`src/inc/rcecp_cfg.svh`:
```
`ifndef RCECP_CFG_SVH
`define RCECP_CFG_SVH

// Register byte offsets
`define RCECP_OFF_FLAGS   8'h00
`define RCECP_OFF_STATUS  8'h04
`define RCECP_OFF_MASK    8'h08
`define RCECP_OFF_OSC     8'h0C

// Cause flag bit positions
`define RCECP_B_PIN   0
`define RCECP_B_PWR   1
`define RCECP_B_CLK   2
`define RCECP_B_WDT   3
`define RCECP_B_SW    4
`define RCECP_B_CMP   5
`define RCECP_B_MEM   6

// Interrupt status bit positions
`define RCECP_I_RST   0
`define RCECP_I_CFG   1

// Oscillator control fields
`define RCECP_OSC_MODE_LSB  0
`define RCECP_OSC_FREQ_LSB  4

// Reset values
`define RCECP_FLAGS_RST   8'h02
`define RCECP_ZERO8       8'h00
`define RCECP_ZERO32      32'h0000_0000

// Reset pulse timing
`define RCECP_RST_TIME_NS 160
`define RCECP_CLK_NS      10
`define RCECP_RST_CYCLES  ((`RCECP_RST_TIME_NS + `RCECP_CLK_NS - 1) / `RCECP_CLK_NS)
`define RCECP_CNT_W       8

`endif

```
`src/inc/rcecp_pkg.sv`:
```
`default_nettype none
package rcecp_pkg;

  typedef enum logic [2:0] {
    RCECP_OSC_OFF     = 3'b000,
    RCECP_OSC_CRYSTAL = 3'b001,
    RCECP_OSC_CAP     = 3'b010,
    RCECP_OSC_RC      = 3'b011,
    RCECP_OSC_CMOS    = 3'b100
  } rcecp_osc_mode_t;

  typedef enum logic {
    RCECP_RST_IDLE = 1'b0,
    RCECP_RST_HOLD = 1'b1
  } rcecp_rst_state_t;

  typedef struct packed {
    rcecp_rst_state_t rstState;
    logic [7:0]       pulseCnt;
    logic [7:0]       flags;
    logic             clockLossEn;
    logic             vddEn;
    logic             compEn;
    rcecp_osc_mode_t  oscMode;
    logic [2:0]       freqCtl;
    logic [1:0]       status;
    logic [1:0]       mask;
    logic             pready;
    logic [31:0]      prdata;
    logic             pslverr;
    logic             sysResetOut;
    logic             irq;
  } rcecp_top_state_t;

  typedef struct packed {
    logic external_clock_input;
    logic claimed;
    logic misconfig;
  } rcecp_pin_state_t;

endpackage
`default_nettype wire

```
`src/inc/rcecp_pin_if.sv`:
```
`default_nettype none
interface rcecp_pin_if;
  import rcecp_pkg::*;
  rcecp_osc_mode_t oscMode;
  logic            skip3;
  logic            analog3;
  logic            pinIn;
  logic            external_clock_input;
  logic            claimed;
  logic            misconfig;

  modport ctrl (output oscMode, output skip3, output analog3, output pinIn,
                input external_clock_input, input claimed, input misconfig);
  modport pin  (input oscMode, input skip3, input analog3, input pinIn,
                output external_clock_input, output claimed, output misconfig);
endinterface
`default_nettype wire

```
`src/hw/rcecp_osc_pin.sv`:
```
`include "rcecp_cfg.svh"
`default_nettype none
module rcecp_osc_pin
  import rcecp_pkg::*;
(
  input  wire logic   core_clk,
  input  wire logic   reset_n,
  input  wire logic   ce,
  rcecp_pin_if.pin    pif
);

  rcecp_pin_state_t st;
  rcecp_pin_state_t next_st;
  logic             takesPin;
  logic             wantAnalog;

  always_comb begin
    next_st    = st;
    takesPin   = (pif.oscMode == RCECP_OSC_CAP) || (pif.oscMode == RCECP_OSC_RC) ||
                 (pif.oscMode == RCECP_OSC_CMOS);
    wantAnalog = (pif.oscMode != RCECP_OSC_CMOS);
    next_st.claimed   = takesPin;
    next_st.external_clock_input    = takesPin && pif.pinIn;
    // Pin must be skipped and in the matching input mode
    next_st.misconfig = takesPin && (!pif.skip3 || (pif.analog3 != wantAnalog));
  end

  always_ff @(posedge core_clk) begin
    if (!reset_n) begin
      st <= '0;
    end else if (ce) begin
      st <= next_st;
    end
  end

  assign pif.external_clock_input    = st.external_clock_input;
  assign pif.claimed   = st.claimed;
  assign pif.misconfig = st.misconfig;
endmodule
`default_nettype wire

```
`src/hw/rcecp_top.sv`:
```
`include "rcecp_cfg.svh"
`default_nettype none
module rcecp_top
  import rcecp_pkg::*;
#(
  parameter int RST_CYCLES = `RCECP_RST_CYCLES
)
(
  input  wire logic        core_clk,
  input  wire logic        reset_n,
  input  wire logic        ce,
  input  wire logic        psel,
  input  wire logic        penable,
  input  wire logic        pwrite,
  input  wire logic [7:0]  paddr,
  input  wire logic [31:0] pwdata,
  output logic [31:0]      prdata,
  output logic             pready,
  output logic             pslverr,
  input  wire logic        supplyLow,
  input  wire logic        extPinReset,
  input  wire logic        clockMissing,
  input  wire logic        watchdogOverflow,
  input  wire logic        comp0Out,
  input  wire logic        memError,
  input  wire logic        p0Skip3,
  input  wire logic        p0Analog3,
  input  wire logic        port0Bit3Pin,
  output logic             sysResetOut,
  output logic             irq,
  output logic             extClkOut,
  output logic             pinClaimed
);

  rcecp_top_state_t st;
  rcecp_top_state_t next_st;
  rcecp_pin_if      pif ();

  logic       busAccess;
  logic       busCommit;
  logic       wrFlags;
  logic [7:0] causeVec;

  function automatic logic hit(input logic [7:0] addr, input logic [7:0] off);
    hit = (addr == off);
  endfunction

  function automatic logic mapped(input logic [7:0] addr);
    mapped = hit(addr, `RCECP_OFF_FLAGS) || hit(addr, `RCECP_OFF_STATUS) ||
             hit(addr, `RCECP_OFF_MASK) || hit(addr, `RCECP_OFF_OSC);
  endfunction

  // Keeps the highest-priority cause only
  function automatic logic [7:0] pickCause(input logic [7:0] c);
    pickCause = `RCECP_ZERO8;
    if (c[`RCECP_B_PWR]) begin
      pickCause[`RCECP_B_PWR] = 1'b1;
    end else if (c[`RCECP_B_PIN]) begin
      pickCause[`RCECP_B_PIN] = 1'b1;
    end else if (c[`RCECP_B_CLK]) begin
      pickCause[`RCECP_B_CLK] = 1'b1;
    end else if (c[`RCECP_B_WDT]) begin
      pickCause[`RCECP_B_WDT] = 1'b1;
    end else if (c[`RCECP_B_CMP]) begin
      pickCause[`RCECP_B_CMP] = 1'b1;
    end else if (c[`RCECP_B_SW]) begin
      pickCause[`RCECP_B_SW] = 1'b1;
    end else if (c[`RCECP_B_MEM]) begin
      pickCause[`RCECP_B_MEM] = 1'b1;
    end
  endfunction

  assign pif.oscMode = st.oscMode;
  assign pif.skip3   = p0Skip3;
  assign pif.analog3 = p0Analog3;
  assign pif.pinIn   = port0Bit3Pin;

  rcecp_osc_pin u_osc_pin (
    .core_clk (core_clk),
    .reset_n  (reset_n),
    .ce       (ce),
    .pif      (pif.pin)
  );

  always_comb begin
    next_st   = st;
    busAccess = psel && penable && !st.pready;
    busCommit = psel && penable && st.pready;
    wrFlags   = busCommit && pwrite && hit(paddr, `RCECP_OFF_FLAGS);
    causeVec  = `RCECP_ZERO8;

    // APB: answer one cycle into the access phase
    next_st.pready = busAccess;
    if (busAccess) begin
      next_st.pslverr = !mapped(paddr);
      next_st.prdata  = `RCECP_ZERO32;
      case (paddr)
        `RCECP_OFF_FLAGS:  next_st.prdata[7:0] = st.flags;
        `RCECP_OFF_STATUS: next_st.prdata[1:0] = st.status;
        `RCECP_OFF_MASK:   next_st.prdata[1:0] = st.mask;
        `RCECP_OFF_OSC: begin
          next_st.prdata[`RCECP_OSC_MODE_LSB +: 3] = st.oscMode;
          next_st.prdata[`RCECP_OSC_FREQ_LSB +: 3] = st.freqCtl;
        end
        default: next_st.prdata = `RCECP_ZERO32;
      endcase
    end

    // Register writes
    if (busCommit && pwrite) begin
      case (paddr)
        `RCECP_OFF_FLAGS: begin
          next_st.clockLossEn = pwdata[`RCECP_B_CLK];
          next_st.vddEn       = pwdata[`RCECP_B_PWR];
          next_st.compEn      = pwdata[`RCECP_B_CMP];
        end
        `RCECP_OFF_STATUS: next_st.status = st.status & ~pwdata[1:0];
        `RCECP_OFF_MASK:   next_st.mask   = pwdata[1:0];
        `RCECP_OFF_OSC: begin
          next_st.oscMode = rcecp_osc_mode_t'(pwdata[`RCECP_OSC_MODE_LSB +: 3]);
          next_st.freqCtl = pwdata[`RCECP_OSC_FREQ_LSB +: 3];
        end
        default: next_st.mask = st.mask;
      endcase
    end

    // Reset sources
    causeVec[`RCECP_B_PWR] = supplyLow && st.vddEn;
    causeVec[`RCECP_B_PIN] = extPinReset;
    causeVec[`RCECP_B_CLK] = clockMissing && st.clockLossEn;
    causeVec[`RCECP_B_WDT] = watchdogOverflow;
    causeVec[`RCECP_B_CMP] = !comp0Out && st.compEn;
    causeVec[`RCECP_B_SW]  = wrFlags && pwdata[`RCECP_B_SW];
    causeVec[`RCECP_B_MEM] = memError;

    case (st.rstState)
      RCECP_RST_IDLE: begin
        if (|causeVec) begin
          // One-hot capture; all other flags, power-on flag included, read zero
          next_st.flags       = pickCause(causeVec);
          next_st.rstState    = RCECP_RST_HOLD;
          next_st.pulseCnt    = 8'(RST_CYCLES - 1);
          next_st.sysResetOut = 1'b1;
          next_st.clockLossEn = 1'b0;
          next_st.compEn      = 1'b0;
        end
      end
      RCECP_RST_HOLD: begin
        if (st.pulseCnt == `RCECP_ZERO8) begin
          next_st.rstState    = RCECP_RST_IDLE;
          next_st.sysResetOut = 1'b0;
        end else begin
          next_st.pulseCnt = st.pulseCnt - 8'h01;
        end
      end
      default: next_st.rstState = RCECP_RST_IDLE;
    endcase

    // Sticky events win over a same-cycle clear
    if (st.rstState == RCECP_RST_IDLE && |causeVec) begin
      next_st.status[`RCECP_I_RST] = 1'b1;
    end
    if (pif.misconfig) begin
      next_st.status[`RCECP_I_CFG] = 1'b1;
    end
    next_st.irq = |(next_st.status & next_st.mask);
  end

  always_ff @(posedge core_clk) begin
    if (!reset_n) begin
      st             <= '0;
      st.flags       <= `RCECP_FLAGS_RST;
      st.rstState    <= RCECP_RST_IDLE;
      st.oscMode     <= RCECP_OSC_OFF;
    end else if (ce) begin
      st <= next_st;
    end
  end

  assign prdata      = st.prdata;
  assign pready      = st.pready;
  assign pslverr     = st.pslverr;
  assign sysResetOut = st.sysResetOut;
  assign irq         = st.irq;
  assign extClkOut   = pif.external_clock_input;
  assign pinClaimed  = pif.claimed;
endmodule
`default_nettype wire

```
`config.mk`:
```
export PLATFORM = sky130hd
export DESIGN_NAME = rcecp_top
export DESIGN_NICKNAME = d
export VERILOG_FILES = /design/src/inc/rcecp_pkg.sv /design/src/inc/rcecp_pin_if.sv /design/src/hw/rcecp_osc_pin.sv /design/src/hw/rcecp_top.sv
export VERILOG_INCLUDE_DIRS = /design/src /design/src/inc
export SDC_FILE = /design/constraint.sdc
export NUM_CORES = 1
export LEC_CHECK = 0
export ABC_AREA = 1
export BUFFER_PORTS_ARGS = -buffer_cell sky130_fd_sc_hd__buf_2
export CORE_ASPECT_RATIO = 0.75
export CORE_MARGIN = 5
export CORE_UTILIZATION = 36
export CTS_BUF_LIST = sky130_fd_sc_hd__clkbuf_4 sky130_fd_sc_hd__clkbuf_8
export CTS_CLUSTER_DIAMETER = 50
export CTS_CLUSTER_SIZE = 14
export DETAILED_ROUTE_END_ITERATION = 6
export PLACE_DENSITY = 0.63
export SLEW_MARGIN = 10
export SYNTH_ARGS = -nofsm -noshare
export SYNTH_HDL_FRONTEND = slang
export SYNTH_HIERARCHICAL = 1
export SYNTH_SLANG_ARGS = --single-unit
```
`constraint.sdc`:
```
create_clock -name core_clk -period 1.82 [get_ports core_clk]
set_clock_uncertainty 0.05 [all_clocks]
set_input_delay 0.546 -clock core_clk [delete_from_list [all_inputs] [get_ports core_clk]]
set_output_delay 0.546 -clock core_clk [all_outputs]
set_load 0.01 [all_outputs]
```
Yosys cells after proc, flatten, opt, wreduce, memory -nomap -nowiden
Index checks and enable logic that the tools add are counted.

Add/sub/neg operators: 1. Equal/unequal tests: 11. Multiplexer cells: 36. Bitwise gates (word level): 4. Reductions and logical operators: 32.

Operators by type and width (count): 2-to-1 mux 1 bit (20); 2-to-1 mux 18 bit (1); case mux 9 bit (2 select lines) (1); == test 8 x 4 -> 1 bit, second input constant (2); zero test 8 bit (2); AND reduction 3 bit (5); 2-to-1 mux 13 bit (1); logical AND 1 bit (12); 2-to-1 mux 5 bit (2); == test 8 x 3 -> 1 bit, second input constant (1); 2-to-1 mux 8 bit (1); case mux 2 bit (4 select lines) (1); subtractor 8 x 1 -> 8 bit, second input constant (1); OR reduction 7 bit (1); == test 3 x 2 -> 1 bit, second input constant (2); logical OR 1 bit (6); 2-to-1 mux 3 bit (2); 2-to-1 mux 6 bit (1); case mux 3 bit (2 select lines) (1); AND 2 bit (2); zero test 1 bit (4); 2-to-1 mux 2 bit (2); 2-to-1 mux 4 bit (1); != test 2 bit, second input constant (2); 9 further kinds (10).

Register bits after elaboration: 43. Bits of input ports: 55. Output and inout port bits: 38.

Depth between registers and ports, before layout
Depth in word-level cells: 13. Mapped depth: 11. Depth with buffers taken out: 11.

By module
The synthesis kept the hierarchy.

By module, submodules not included: rcecp_top (instances 1, cells each 339, area each 2361.0 um^2); rcecp_osc_pin (instances 1, cells each 22, area each 147.6 um^2).

Least setup slack after synthesis
OpenSTA, ideal clock, no wires.

Kind: input-to-reg. From: input port paddr[7]. To: register st[52] (netlist name). Setup time: 113 ps. Data arrival time: 1506 ps. Required time: 1657 ps. Setup slack: 151 ps. Stages on the path: 9. Buffers on the path: 1. Cells stage by stage: nor2_1 > nand2_2 > nor2_8 > nand3_4 > nand2_4 > nand2_8 > buf_12 > o21ai_1 > nor2_1.

Longest elaborated chain between the ends: 5.

Ends and longest elaborated chain: start: declaration (RTL line rcecp_top.sv:15) `input wire logic [7:0] paddr,`; zero test 8 bit; logical AND 1 bit (RTL line rcecp_top.sv:89) `` wrFlags = busCommit && pwrite && hit(paddr, `RCECP_OFF_FLAGS); ``; logical AND 1 bit (RTL line rcecp_top.sv:133) `` causeVec[`RCECP_B_SW] = wrFlags && pwdata[`RCECP_B_SW]; ``; OR reduction 7 bit (RTL line rcecp_top.sv:138) `if (|causeVec) begin`; AND reduction 3 bit (no line); end signal: assignment (RTL line rcecp_top.sv:176) `st <= next_st;`; end: declaration (RTL line rcecp_top.sv:35) `rcecp_top_state_t st;`.

No other way between the ends. A chain may end at the register's enable or synchronous reset.

Worst setup path after layout
From: register st[57] (netlist name). To: register st[57] (netlist name).

Longest elaborated chain between the ends: 3.

Ends and longest elaborated chain: subtractor 8 x 1 -> 8 bit or zero test 8 bit (tied branches); 2-to-1 mux 8 bit or != test 2 bit (tied branches); case mux 9 bit (2 select lines) or AND reduction 3 bit (tied branches).

Parallel ways exist; a longest one is shown, timed or not. The select of a mux whose other input is x is not followed.

==> flow_metrics.py <==
metrics = {
    "outcome": {
        "status": "finished, final reports clean",
    },
    "logic_synthesis": {
        "yosys.cell_types.count": 39,
        "synth_edf_count": 0,
        "ys.flop_type": "dfxtp_1",
        "netlist_area_sq_mm": 0.00251,
        "yosys_warnings": 6,
        "synth.avg_cell_area_sq_um": 6.95,
        "ys_ff_latch": 43,
        "seq_area_frac_synth_pct": 34.3,
        "syn_inst": 361,
        "async_flop_share_pct": 0,
    },
    "sta": {
        "fin_ws_ps": 150,
        "tightestPinTransition_ps": 499,
        "tns_ps": 0,
        "finalCritPeriodShare_pct": 91.8,
        "relSlewSlack_pct": 66.5,
        "rsz0062_at_grt": "false",
        "hold_violations": 0,
        "slew_violations": 0,
        "setup_viol": 0,
        "period_needed_ps": 1670,
        "max_freq_ghz": 0.599,
    },
    "placed_design": {
        "pre_cts_slack_ps": -46.3,
        "routabilityCongestion": 0.800,
        "dp_hpwl_mm": 4.64,
        "portBuffers": 41,
    },
    "critical_path": {
        "rrSetupSlack_ps": 150,
        "criticalPathCategory": "reg2reg",
        "r2r-end": "st[57]",
        "end_kind": "flip-flop",
        "cp-start-kind": "flip-flop",
        "r2r-start": "st[57]",
        "crit_chain": "inv_1 -> ha_1 -> nor3b_1 -> a21oi_1 -> nand2_2 -> buf_4 -> nand3_1 -> nand2_1 -> nor2_1",
        "reg2reg_depth": 9,
        "worstPathArrival_ps": 1860,
        "critical_path.slowest_cell": "dfxtp_1",
        "required_ps": 2010,
        "cp-startpoint": "st[57]",
        "crit_fanout": 6,
        "critPathTopFamily": "simple AND/OR/NAND/NOR gates",
        "crit_buf_inv": 2,
        "max_stage_delay_ps": 350,
    },
    "routing": {
        "wire_per_inst_microns": 11.8,
        "ant_nets": 0,
        "drc_errors": 0,
        "drt-initial-drc-count": 119,
        "drtPass1Iterations": 4,
        "vias": 2291,
        "viasPerCell": 4.53,
        "wirelength_mm": 5.97,
    },
    "clock_network": {
        "insertion_delay_ps": 300,
        "cts-root-buf": "clkbuf_8",
        "cts_tree": "built",
        "clockBufferDepth": 2,
        "cts_inserted_buffers": 5,
        "cts_resized": 0,
        "clk_pin_slew_ps": 90,
        "post_cts_buffers": 0,
        "cts_sinks": 43,
        "htreeDepth": 2,
        "postCtsHoldBufs": 0,
    },
    "grt": {
        "antenna_found_initial": 0,
        "grt_use_total_pct": 14.1,
        "grt_first_pass_wirelength_mm": 9.81,
        "grt_pass1_vias": 2156,
        "grt_start_max_net_pins": 24,
        "grt_overflow_total": 0,
    },
    "power_and_ir_drop": {
        "p_int_mw": 1.59,
        "switchingPower_uw": 625,
        "switching_share_pct": 28.3,
        "p_leak_nw": 1.45,
        "ir_drop_mv": 0.294,
        "p_per_area_mw_per_mm2": 752,
        "seqPwrFrac_pct": 45.8,
        "power_frac_clock_pct": 35.3,
        "combPwrFrac_pct": 19.0,
    },
    "die": {
        "rows": 26,
        "core_sq_mm": 0.00680,
        "die_w_microns": 106,
        "dieArea_sq_mm": 0.00876,
        "initial_core_util_pct": 36.9,
        "die_h_microns": 82.3,
        "ios": 93,
    },
    "finish": {
        "areaGrowthSynthToFinish_pct": 17.3,
        "layout-drive-gt1-share_pct": 24.9,
        "seqCellArea_sq_um": 861,
        "fillers": 707,
        "fin_nets": 478,
        "n_antenna_cell": 0,
        "multi_input_area_sq_mm": 0.00131,
    },
    "hold_path": {
        "worstHoldPathCells": 2,
        "hp-start": "prdata[0]",
        "hold_class": "reg2reg",
        "hold_path_end": "prdata[0]",
    },
    "flow_run": {
        "maxCapViolCount": 0,
    },
}
how the worst max path moves through the flow:
stage | end | depth (start not counted)
finish | st[57] | 9
global route | st[61] | 9
floorplan | st[52] | 9
detailed placement | st[57] | 11
global placement | st[61] | 11
CTS | st[57] | 9
layer usage:
metal  track usage, %  vias to the layer above  wire length [microns]
li1                 -                     1208                      -
met1             19.7                     1004                   2980
met2             21.3                       68                   2370
met3             3.73                       11                    508
met4             4.79                        0                    112
met5                0                        -                      0
power groups by stage:
stage	Combinational, mW	Sequential (mW)	Clock, mW
finish	0.420	1.01	0.781
global placement	0.406	1.03	0
detailed placement	0.413	1.03	0
global route	0.479	1.02	0.845
floorplan	0.328	1.03	0
CTS	0.414	1.01	0.802
tightest hold or removal path: stages, from the launching register on:
cell	delay, ps
dfxtp_1	310
nand2_1	60
a21oi_1	50
flip-flops by register name, indices dropped and copies added (netlist names):
signal,cells
pready,1
u_osc_pin/pif.misconfig,1
sysResetOut,1
st,26
irq,1
pif.oscMode,3
pslverr,1
u_osc_pin/pif.claimed,1
prdata,7
u_osc_pin/pif.external_clock_input,1
synthesized netlist by cell type (3+ instances only):
library cell | n | share of area (%)
a21oi_2 | 3 | 1.0
dfxtp_1 | 43 | 34
nor2_4 | 3 | 1.3
inv_1 | 32 | 4.8
nor2_1 | 57 | 8.5
nand3_1 | 26 | 5.2
nand2_2 | 6 | 1.5
inv_2 | 4 | 0.60
buf_4 | 33 | 9.9
o21ai_0 | 22 | 4.4
nand2_4 | 3 | 1.3
nand4_1 | 4 | 1.0
a21oi_1 | 19 | 3.8
nand2_1 | 76 | 11
cell families (layout without fill, tap and decap cells):
kind of cell | count (synthesis) | after routing | synth area share [%]
DFF | 43 | 43 | 34.3
AOI/OAI and AO/OA | 51 | 51 | 11.5
xor gates and xnor gates | 2 | 2 | 0.698
buffers and inverters | 76 | 113 | 17.0
other | 1 | 25 | 0.149
adders and majority gates | 2 | 2 | 0.997
and+or+nand+nor | 186 | 186 | 35.3
cells in the final DEF (no fill, tap or decap), types with 2 or more instances in the layout:
cell type | Yosys | final
nor2_1 | 57 | 57
a21oi_2 | 3 | 3
buf_2 | 1 | 41
nand3_1 | 26 | 26
o21ai_0 | 22 | 22
inv_2 | 4 | 4
nor3_1 | 2 | 2
a21oi_1 | 19 | 19
conb_1 | 1 | 25
nor2_4 | 3 | 3
clkbuf_8 | 0 | 6
buf_4 | 33 | 27
xor2_1 | 2 | 2
ha_1 | 2 | 2
nand2_4 | 3 | 3
nand2_1 | 76 | 76
nand4_1 | 4 | 4
inv_1 | 32 | 32
nand2_2 | 6 | 6
dfxtp_1 | 43 | 43
stage by stage:
| stage | util, % | area [sq um] | total power, mW | hold slack [ps] | cells |
|---|---|---|---|---|---|
| global route | 43.3 | 2940 | 2.34 | 425 | 506 |
| finish | 43.3 | 2940 | 2.21 | 415 | 506 |
| global placement | 41.3 | 2810 | 1.44 | 403 | 496 |
| detailed placement | 41.3 | 2810 | 1.45 | 403 | 496 |
| floorplan | - | 2600 | 1.36 | 389 | 385 |
| CTS | 43.0 | 2930 | 2.23 | 415 | 504 |
area by class of cell:
type | instances | area share, %
Sequential cell | 43 | 29.3
Timing Repair Buffer | 68 | 13.9
Multi-Input combinational cell | 266 | 44.6
Tap cell | 84 | 3.57
Inverter | 37 | 4.72
Clock buffer | 6 | 2.81
Clock inverter | 2 | 1.19
Power figures use the tool's default switching activity.
